File: config.mk
export PLATFORM = sky130hd
export DESIGN_NAME = pbm_mid_pin_mux
export DESIGN_NICKNAME = d
export VERILOG_FILES = /design/src/hw/pbm_mid_pin_mux.v /design/src/hw/pbm_sync2.v
export VERILOG_INCLUDE_DIRS = /design/src /design/src/hw
export SDC_FILE = /design/constraint.sdc
export NUM_CORES = 1
export LEC_CHECK = 0
export BUFFER_PORTS_ARGS = -buffer_cell sky130_fd_sc_hd__buf_2
export CELL_PAD_IN_SITES_DETAIL_PLACEMENT = 1
export CELL_PAD_IN_SITES_GLOBAL_PLACEMENT = 1
export CORE_MARGIN = 3
export CORE_UTILIZATION = 36
export DETAILED_ROUTE_END_ITERATION = 8
export PLACE_DENSITY_LB_ADDON = 0.2
export SYNTH_ARGS = -nofsm -noshare
export SYNTH_HDL_FRONTEND = slang
export SYNTH_SLANG_ARGS = --single-unit
export TNS_END_PERCENT = 50
File: constraint.sdc
create_clock -name i_mclk -period 1.6 [get_ports i_mclk]
set_clock_uncertainty 0.15 [all_clocks]
set_input_delay 0.32 -clock i_mclk [delete_from_list [all_inputs] [get_ports i_mclk]]
set_output_delay 0.32 -clock i_mclk [all_outputs]
set_load 0.1 [all_outputs]
File: src/hw/pbm_map.vh
`ifndef PBM_MAP_VH
`define PBM_MAP_VH

// ----------------------------------------------------------------
// Bus geometry
// ----------------------------------------------------------------
`define PBM_ADDR_W 4
`define PBM_DATA_W 8
`define PBM_NPINS 4

// ----------------------------------------------------------------
// Register offsets
// ----------------------------------------------------------------
`define PBM_OFS_DIR 4'h0
`define PBM_OFS_ANA 4'h1
`define PBM_OFS_LAT 4'h2
`define PBM_OFS_PORT 4'h3
`define PBM_OFS_IOCEN 4'h4
`define PBM_OFS_STAT 4'h5
`define PBM_OFS_CFG 4'h6

// ----------------------------------------------------------------
// Reset values
// ----------------------------------------------------------------
`define PBM_RST_DIR 4'hf
`define PBM_RST_ANA 4'hf
`define PBM_RST_LAT 4'h0
`define PBM_RST_IOCEN 2'h0
`define PBM_RST_CFG 5'h0f
`define PBM_RST_SNAP 2'h0

// ----------------------------------------------------------------
// Field positions
// ----------------------------------------------------------------
`define PBM_CFG_PWM2B 0
`define PBM_CFG_T3CLK 1
`define PBM_CFG_CC3 2
`define PBM_CFG_CC2 3
`define PBM_CFG_LARGE 4
`define PBM_CFG_W 5
`define PBM_STAT_CHG 0
`define PBM_IOC_W 2
`define PBM_IOC_LO 2
`define PBM_IOC_HI 3

// ----------------------------------------------------------------
// Pin indices (index 0 is port pin 2)
// ----------------------------------------------------------------
`define PBM_P2 0
`define PBM_P3 1
`define PBM_P4 2
`define PBM_P5 3

`endif

File: src/hw/pbm_mid_pin_mux.v
// The address-and-strobe port and the address map were chosen for this implementation.
`timescale 1ns/1ps
`include "pbm_map.vh"

module pbm_mid_pin_mux (
  // Clock and reset
  input wire i_mclk,
  input wire i_sys_rst,
  // Register port
  input wire [`PBM_ADDR_W-1:0] i_addr,
  input wire [`PBM_DATA_W-1:0] i_wr_data,
  input wire i_wr_stb,
  input wire i_rd_stb,
  output reg [`PBM_DATA_W-1:0] o_rd_data,
  // Pads, index 0 is port pin 2
  input wire [`PBM_NPINS-1:0] i_pin_in,
  output reg [`PBM_NPINS-1:0] o_pin_out,
  output reg [`PBM_NPINS-1:0] o_pin_oe,
  output reg [`PBM_NPINS-1:0] o_analog_conn,
  // Peripheral outputs toward pins
  input wire i_pwm1_output_d,
  input wire i_pwm1_output_d_en,
  input wire i_pwm2_output_b,
  input wire i_pwm2_output_b_en,
  input wire i_capture_compare_3,
  input wire i_capture_compare_3_en,
  input wire i_capture_compare_2,
  input wire i_capture_compare_2_en,
  // Peripheral inputs from pins
  output reg o_comparator_shared_neg_in,
  output reg o_serial2_data_in,
  output reg o_timer5_gate_in,
  output reg o_timer1_gate_in,
  output reg o_timer3_clock_in,
  output reg o_capcmp3_capture_in,
  output reg o_capcmp2_capture_in,
  // Change detect
  output reg o_change_flag
);

  // ----------------------------------------------------------------
  // Decode helpers
  // ----------------------------------------------------------------

  // Digital input path is live
  function dig_in;
    input dir;
    input ana;
    begin
      dig_in = dir & ~ana;
    end
  endfunction

  // Address match with a strobe
  function hit;
    input stb;
    input [`PBM_ADDR_W-1:0] addr;
    input [`PBM_ADDR_W-1:0] ofs;
    begin
      hit = stb & (addr == ofs);
    end
  endfunction

  // ----------------------------------------------------------------
  // Storage
  // ----------------------------------------------------------------
  reg [`PBM_NPINS-1:0] pin_direction_bit;
  reg [`PBM_NPINS-1:0] analog_select_bit;
  reg [`PBM_NPINS-1:0] port_output_latch;
  reg [`PBM_IOC_W-1:0] change_detect_en;
  reg [`PBM_IOC_W-1:0] last_read_level;
  reg [`PBM_CFG_W-1:0] reloc_cfg;

  wire [`PBM_NPINS-1:0] pin_sync;

  wire pwm2b_relocate_cfg;
  wire timer3_clk_relocate_cfg;
  wire capcmp3_relocate_cfg;
  wire capcmp2_relocate_cfg;
  wire large_package;

  reg [`PBM_NPINS-1:0] port_in;
  reg [`PBM_NPINS-1:0] periph_en;
  reg [`PBM_NPINS-1:0] periph_val;
  wire [`PBM_NPINS-1:0] next_pin_out;
  wire [`PBM_NPINS-1:0] next_pin_oe;
  reg [`PBM_DATA_W-1:0] next_rd_data;
  wire [`PBM_IOC_W-1:0] mismatch;
  wire next_change_flag;
  wire port_touch;
  wire flag_clr;
  wire [`PBM_NPINS-1:0] dig_path;
  wire [`PBM_NPINS-1:0] next_analog_conn;
  wire [`PBM_IOC_W-1:0] ioc_level;
  wire [`PBM_IOC_W-1:0] ioc_dig;

  // ----------------------------------------------------------------
  // Pad synchroniser
  // ----------------------------------------------------------------
  // Pad levels are asynchronous; only the second stage is read
  pbm_sync2 #(
    .WIDTH(`PBM_NPINS)
  ) u_sync (
    .i_mclk(i_mclk),
    .i_sys_rst(i_sys_rst),
    .i_async(i_pin_in),
    .o_sync(pin_sync)
  );

  // ----------------------------------------------------------------
  // Relocation fields
  // ----------------------------------------------------------------
  // Bits reset set, so every function starts on its default pin
  assign pwm2b_relocate_cfg = reloc_cfg[`PBM_CFG_PWM2B];
  assign timer3_clk_relocate_cfg = reloc_cfg[`PBM_CFG_T3CLK];
  assign capcmp3_relocate_cfg = reloc_cfg[`PBM_CFG_CC3];
  assign capcmp2_relocate_cfg = reloc_cfg[`PBM_CFG_CC2];
  // Large package sends serial2 input and pwm2 B to other ports
  assign large_package = reloc_cfg[`PBM_CFG_LARGE];

  // ----------------------------------------------------------------
  // Register writes
  // ----------------------------------------------------------------

  // Software-written control state
  // Unmapped offsets and the read-only port take no write
  always @(posedge i_mclk or posedge i_sys_rst) begin
    if (i_sys_rst) begin
      pin_direction_bit <= `PBM_RST_DIR;
      analog_select_bit <= `PBM_RST_ANA;
      port_output_latch <= `PBM_RST_LAT;
      change_detect_en <= `PBM_RST_IOCEN;
      reloc_cfg <= `PBM_RST_CFG;
    end else begin
      if (hit(i_wr_stb, i_addr, `PBM_OFS_DIR)) begin
        pin_direction_bit <= i_wr_data[`PBM_NPINS-1:0];
      end
      if (hit(i_wr_stb, i_addr, `PBM_OFS_ANA)) begin
        analog_select_bit <= i_wr_data[`PBM_NPINS-1:0];
      end
      if (hit(i_wr_stb, i_addr, `PBM_OFS_LAT)) begin
        port_output_latch <= i_wr_data[`PBM_NPINS-1:0];
      end
      if (hit(i_wr_stb, i_addr, `PBM_OFS_IOCEN)) begin
        change_detect_en <= i_wr_data[`PBM_IOC_W-1:0];
      end
      if (hit(i_wr_stb, i_addr, `PBM_OFS_CFG)) begin
        reloc_cfg <= i_wr_data[`PBM_CFG_W-1:0];
      end
    end
  end

  // ----------------------------------------------------------------
  // Digital input view
  // ----------------------------------------------------------------

  // Analog select forces the digital input bit to zero
  always @* begin
    port_in = pin_sync & ~analog_select_bit;
  end

  // ----------------------------------------------------------------
  // Digital path per pin
  // ----------------------------------------------------------------

  // A pin takes part in digital input only as input with analog off
  genvar k;
  generate
    for (k = 0; k < `PBM_NPINS; k = k + 1) begin : g_dig
      assign dig_path[k] = dig_in(pin_direction_bit[k], analog_select_bit[k]);
    end
  endgenerate

  // ----------------------------------------------------------------
  // Peripheral outputs mapped onto pins
  // ----------------------------------------------------------------

  // Per-pin peripheral claim and value
  // On pin 5 capcmp3 wins over pwm2 B when both are enabled
  always @* begin
    periph_en = {`PBM_NPINS{1'b0}};
    periph_val = {`PBM_NPINS{1'b0}};
    // Pin 3: capcmp2 alternate location
    if (~capcmp2_relocate_cfg && i_capture_compare_2_en) begin
      periph_en[`PBM_P3] = 1'b1;
      periph_val[`PBM_P3] = i_capture_compare_2;
    end
    // Pin 4: pwm1 output D
    if (i_pwm1_output_d_en) begin
      periph_en[`PBM_P4] = 1'b1;
      periph_val[`PBM_P4] = i_pwm1_output_d;
    end
    // Pin 5: capcmp3 first, then pwm2 B on its default pin
    if (capcmp3_relocate_cfg && i_capture_compare_3_en) begin
      periph_en[`PBM_P5] = 1'b1;
      periph_val[`PBM_P5] = i_capture_compare_3;
    end else if (pwm2b_relocate_cfg && ~large_package && i_pwm2_output_b_en) begin
      periph_en[`PBM_P5] = 1'b1;
      periph_val[`PBM_P5] = i_pwm2_output_b;
    end
  end

  // ----------------------------------------------------------------
  // Output drivers per pin
  // ----------------------------------------------------------------
  generate
    for (k = 0; k < `PBM_NPINS; k = k + 1) begin : g_pin
      // Driver on when direction is 0; analog select ignored here
      assign next_pin_oe[k] = ~pin_direction_bit[k];
      // Analog channel joined only while the pin is an input
      assign next_analog_conn[k] = pin_direction_bit[k] & analog_select_bit[k];
      // Peripheral wins only with digital mode selected
      assign next_pin_out[k] = (periph_en[k] & ~analog_select_bit[k]) ? periph_val[k] :
                               port_output_latch[k];
    end
  endgenerate

  // Pad-facing flops
  always @(posedge i_mclk or posedge i_sys_rst) begin
    if (i_sys_rst) begin
      o_pin_out <= {`PBM_NPINS{1'b0}};
      o_pin_oe <= {`PBM_NPINS{1'b0}};
      o_analog_conn <= {`PBM_NPINS{1'b0}};
    end else begin
      o_pin_out <= next_pin_out;
      o_pin_oe <= next_pin_oe;
      o_analog_conn <= next_analog_conn;
    end
  end

  // ----------------------------------------------------------------
  // Pin levels routed to peripherals
  // ----------------------------------------------------------------

  // Inputs idle low whenever their path is not selected
  // Levels lag the pad by three edges: two sync flops and this one
  always @(posedge i_mclk or posedge i_sys_rst) begin
    if (i_sys_rst) begin
      o_comparator_shared_neg_in <= 1'b0;
      o_serial2_data_in <= 1'b0;
      o_timer5_gate_in <= 1'b0;
      o_timer1_gate_in <= 1'b0;
      o_timer3_clock_in <= 1'b0;
      o_capcmp3_capture_in <= 1'b0;
      o_capcmp2_capture_in <= 1'b0;
    end else begin
      // Connect flag for the analog comparator input
      o_comparator_shared_neg_in <= pin_direction_bit[`PBM_P3] & analog_select_bit[`PBM_P3];
      // Serial data input moves off-port on the large package
      o_serial2_data_in <= dig_in(pin_direction_bit[`PBM_P2], analog_select_bit[`PBM_P2]) &
                           ~large_package & pin_sync[`PBM_P2];
      o_timer5_gate_in <= dig_in(pin_direction_bit[`PBM_P4], analog_select_bit[`PBM_P4]) &
                          pin_sync[`PBM_P4];
      o_timer1_gate_in <= dig_in(pin_direction_bit[`PBM_P5], analog_select_bit[`PBM_P5]) &
                          pin_sync[`PBM_P5];
      // Timer3 clock lands here only when relocated
      o_timer3_clock_in <= dig_in(pin_direction_bit[`PBM_P5], analog_select_bit[`PBM_P5]) &
                           ~timer3_clk_relocate_cfg & pin_sync[`PBM_P5];
      // Capcmp3 capture on its default pin
      o_capcmp3_capture_in <= dig_in(pin_direction_bit[`PBM_P5], analog_select_bit[`PBM_P5]) &
                              capcmp3_relocate_cfg & pin_sync[`PBM_P5];
      // Capcmp2 capture on its alternate pin
      o_capcmp2_capture_in <= dig_in(pin_direction_bit[`PBM_P3], analog_select_bit[`PBM_P3]) &
                              ~capcmp2_relocate_cfg & pin_sync[`PBM_P3];
    end
  end

  // ----------------------------------------------------------------
  // Change detection
  // ----------------------------------------------------------------

  // Port read or latch write ends the mismatch
  assign port_touch = hit(i_rd_stb, i_addr, `PBM_OFS_PORT) | hit(i_wr_stb, i_addr, `PBM_OFS_LAT);
  assign flag_clr = hit(i_wr_stb, i_addr, `PBM_OFS_STAT) & i_wr_data[`PBM_STAT_CHG];

  // Levels and digital paths of the two change-detect pins
  assign ioc_level = pin_sync[`PBM_IOC_HI:`PBM_IOC_LO];
  assign ioc_dig = dig_path[`PBM_IOC_HI:`PBM_IOC_LO];

  // Only enabled digital inputs take part
  assign mismatch = change_detect_en & ioc_dig & (ioc_level ^ last_read_level);

  // Set wins over a clear in the same cycle
  assign next_change_flag = (o_change_flag & ~flag_clr) | (|mismatch);

  // Last-read snapshot and sticky flag
  // Snapshot clears on reset, so a high level at release shows as a change
  // A change meeting the port read in one edge still sets the flag
  always @(posedge i_mclk or posedge i_sys_rst) begin
    if (i_sys_rst) begin
      last_read_level <= `PBM_RST_SNAP;
      o_change_flag <= 1'b0;
    end else begin
      if (port_touch) begin
        last_read_level <= ioc_level;
      end
      o_change_flag <= next_change_flag;
    end
  end

  // ----------------------------------------------------------------
  // Register reads
  // ----------------------------------------------------------------

  // Read mux, unmapped offsets answer zero
  // Only a port read has a side effect: it reloads the snapshot
  always @* begin
    next_rd_data = {`PBM_DATA_W{1'b0}};
    if (i_rd_stb) begin
      case (i_addr)
        `PBM_OFS_DIR: next_rd_data[`PBM_NPINS-1:0] = pin_direction_bit;
        `PBM_OFS_ANA: next_rd_data[`PBM_NPINS-1:0] = analog_select_bit;
        `PBM_OFS_LAT: next_rd_data[`PBM_NPINS-1:0] = port_output_latch;
        `PBM_OFS_PORT: next_rd_data[`PBM_NPINS-1:0] = port_in;
        `PBM_OFS_IOCEN: next_rd_data[`PBM_IOC_W-1:0] = change_detect_en;
        `PBM_OFS_STAT: next_rd_data[`PBM_STAT_CHG] = o_change_flag;
        `PBM_OFS_CFG: next_rd_data[`PBM_CFG_W-1:0] = reloc_cfg;
        default: next_rd_data = {`PBM_DATA_W{1'b0}};
      endcase
    end
  end

  // Read data stands only in the cycle after the strobe
  always @(posedge i_mclk or posedge i_sys_rst) begin
    if (i_sys_rst) begin
      o_rd_data <= {`PBM_DATA_W{1'b0}};
    end else begin
      o_rd_data <= next_rd_data;
    end
  end

endmodule // pbm_mid_pin_mux

File: src/hw/pbm_sync2.v
`timescale 1ns/1ps

// ----------------------------------------------------------------
// Two-flop synchroniser for pad levels
// ----------------------------------------------------------------
module pbm_sync2 #(
  parameter WIDTH = 4
) (
  // Clock and reset
  input wire i_mclk,
  input wire i_sys_rst,
  // Levels in and out
  input wire [WIDTH-1:0] i_async,
  output reg [WIDTH-1:0] o_sync
);

  reg [WIDTH-1:0] meta;

  // First stage feeds only the second stage
  always @(posedge i_mclk or posedge i_sys_rst) begin
    if (i_sys_rst) begin
      meta <= {WIDTH{1'b0}};
      o_sync <= {WIDTH{1'b0}};
    end else begin
      meta <= i_async;
      o_sync <= meta;
    end
  end

endmodule // pbm_sync2

==> flow_metrics.tcl <==
set metrics [dict create \
    worstPathMaxFanout 1 \
    worstPathCellList "buf_2" \
    setup-tns-final_ns 0 \
    first_global_vias 1700 \
    run_status "complete, no violations" \
    synthToLayoutAreaGrowth_pct 26.0 \
    post_cts_resize_count 0 \
    final-hold-violation-count 0 \
    post_synth.cell_area_avg_um2 13.4 \
    total_cell_area_at_the_placement_stage_um2 2730 \
    cts_tree "built" \
    numCtsBuffers 5 \
    seq_area_frac_synth_pct 59.1 \
    vias_per_cell 4.88 \
    gr-usage-all-layers_pct 15.0 \
    grt_antenna_before_repair 0 \
    dr.first_iter.drc_count 54 \
    design_area_um2 2860 \
    buf_inv_stages_crit_path 1 \
    yosys_warnings 0 \
    synth_cells 170 \
    dieArea_um2 7300 \
    post_route_antenna_net_violation_count 0 \
    final-setup-viol-count 0 \
    num_rows 28 \
    postRouteWirelength_um 5110 \
    p_leak_uw 0.00135 \
    power.total_uw 3910 \
    timing.critical_path.slowest_cell_delay_ns 0.42 \
    avgRoutedWirePerCell_um 15.9 \
    globalplace.congestion 0.783 \
    ys_types 39 \
    fmax_ghz 0.650 \
    rsz0062_at_grt "no" \
    seqCellArea_um2 1340 \
    timing.hold.worst.class "in -> reg" \
    fin_crit_sh_pct 96.1 \
    critical_path_class "reg -> out" \
    cts_num_sinks 53 \
    drc 0 \
    final_max_slew_viol_count 0 \
    fp.dieW_um 85.4 \
    cts_htree_levels 2 \
    cts_root_buf "clkbuf_8" \
    post_synth_edffs 0 \
    worst_skew_pair_later_pin_latency_ns 0.30 \
    vdd.ir_drop.worst_mv 0.659 \
    powerDensity_nw_per_um2 1370 \
    postSynth.topFlopCell "dfrtp_1" \
    design.core.area_um2 6030 \
    final_layout_size_suffix_gt1_share_pct 48.8 \
    grt_start_max_net_pins 54 \
    portBuffers 49 \
    critical_path_arrival_ns 1.07 \
    min_tclk_post_route_ns 1.54 \
    global_route.overflow_total 0 \
    cts_buffer_depth 2 \
    place.detailed.hpwl_um 3840 \
    ffs_w_async_s_r_synth_pct 100 \
    detailroute.via_count 1567 \
    critPathSlowestCell "buf_2" \
    multi_input_comb_area_um2 838 \
    fp.dieH_um 85.4 \
    filler_cell_count 663 \
    drt-pass1-iter-count 4 \
    path_delay_family "buffers and inverters" \
    flip_flop_and_latch_count_after_synthesis 53 \
    max_cap_violations 0 \
    final_util_pct 47.5 \
    syn_area_um2 2270 \
    pin_count 56 \
    worst_ep_required_time_ns 1.13 \
    clk_pin_slew_worst_paths_ns 0.09 \
    finalNetCount 273 \
    floorplan.initialDensity_pct 37.7 \
    worstSetupEndpointType "output pin" \
    n_antenna_cell 0 \
    critical_path.startpoint_type "flip-flop" \
    postCtsSetupBuffers 0 \
    grt_first_pass_wirelength_um 8450 \
    hold_ws_ns 0.0720 \
]
-- where the power goes --
group	leakage, uW	switching, uW	internal [uW]
combinational	0.000673	1030	360
clock	0.0000395	400	312
sequential	0.000636	181	1620
-- logic make-up after synthesis --
logic type | share of synthesized area, %
compound gates | 6.06
mux | 14.4
other cells | 0.165
flops | 59.1
simple gates | 15.2
buf+inv | 4.35
xor+xnor | 0.771
-- sequential cells by signal, indices dropped and copies added, names as in the netlist, 2 cells and up --
| signal | cells |
|---|---|
| analog_select_bit | 4 |
| change_detect_en | 2 |
| last_read_level | 2 |
| o_analog_conn | 4 |
| o_pin_oe | 4 |
| o_pin_out | 4 |
| o_rd_data | 5 |
| pin_direction_bit | 4 |
| port_output_latch | 4 |
| reloc_cfg | 5 |
| u_sync.meta | 4 |
| u_sync.o_sync | 4 |
-- layout by cell type, fill, tap and decap left out, types with 3 or more instances in the layout --
| master | n |
|---|---|
| o21ai_0 | 4 |
| nor3_1 | 3 |
| a21oi_1 | 3 |
| inv_1 | 5 |
| nor2_4 | 3 |
| nand2_1 | 5 |
| mux2_2 | 22 |
| buf_4 | 20 |
| dfstp_2 | 12 |
| conb_1 | 3 |
| nor4_1 | 3 |
| buf_2 | 48 |
| nor2_1 | 3 |
| dfrtp_1 | 41 |
| nand2b_1 | 3 |
| dlygate4sd3_1 | 5 |
| clkbuf_1 | 3 |
| o31a_1 | 4 |
| nand3_1 | 6 |
| clkbuf_8 | 5 |
| mux2i_1 | 8 |
| nor3b_1 | 5 |
| and3_1 | 3 |
| and2_1 | 5 |
-- Yosys cell counts (all sizes together), types with 2 or more instances --
| cell | n | area [um2] |
|---|---|---|
| nand3 | 7 | 40.0 |
| buf | 9 | 76.3 |
| o31a | 4 | 35.0 |
| and3 | 3 | 18.8 |
| nand2b | 5 | 46.3 |
| nand2 | 5 | 18.8 |
| nor3b | 5 | 37.5 |
| o21ai | 4 | 20.0 |
| dfrtp | 41 | 1030 |
| dfstp | 12 | 315 |
| mux2 | 22 | 248 |
| xor2 | 2 | 17.5 |
| a21oi | 3 | 15.0 |
| inv | 6 | 22.5 |
| nor2 | 6 | 45.0 |
| mux2i | 8 | 80.1 |
| and2b | 2 | 15.0 |
| nand3b | 2 | 18.8 |
| and2 | 5 | 31.3 |
| nor4 | 3 | 18.8 |
| nor3 | 3 | 15.0 |
| nor2b | 3 | 21.3 |
-- final timing paths --
path,start,to,slack (ns),cells after the start
max,o_pin_oe[3],o_pin_oe[3],0.06,1
min,i_wr_data[4],reloc_cfg[4],0.07,3
max reg2reg,pin_direction_bit[1],o_rd_data[1],0.07,4
min reg2reg,u_sync.meta[2],u_sync.o_sync[2],0.20,0
max in group asynchronous,i_sys_rst,pin_direction_bit[3],0.53,4
min in group asynchronous,i_sys_rst,u_sync.o_sync[0],0.49,4
-- routing by layer --
layer	global-route usage [%]	vias to the layer above	wire length, um
li1	-	736	-
met1	20.6	791	2360
met2	24.4	34	2500
met3	2.82	6	179
met4	4.32	0	62
met5	0	-	0
-- per-stage QoR --
step                      setup slack [ns]  std cells
final                               0.0621        321
after detailed placement           -0.0679        308
after CTS                           0.0464        321
after floorplan                     -0.194        172
after global placement             -0.0292        308
after global routing               0.00168        321
-- what timing repair did --
action / CTS / global route
setup endpoints to repair: 0 / 0
hold endpoints to repair: 45 / 0
hold buffers: 5 / 0
-- layout make-up --
type / instances / share of cell area [%]
inverters: 6 / 0.919
well taps: 75 / 3.28
repair buffers: 75 / 16.8
multi-input cells: 104 / 29.3
clock buffers: 8 / 2.80
flip-flops and latches: 53 / 46.9
No activity file was read; power rests on OpenSTA's default activity.
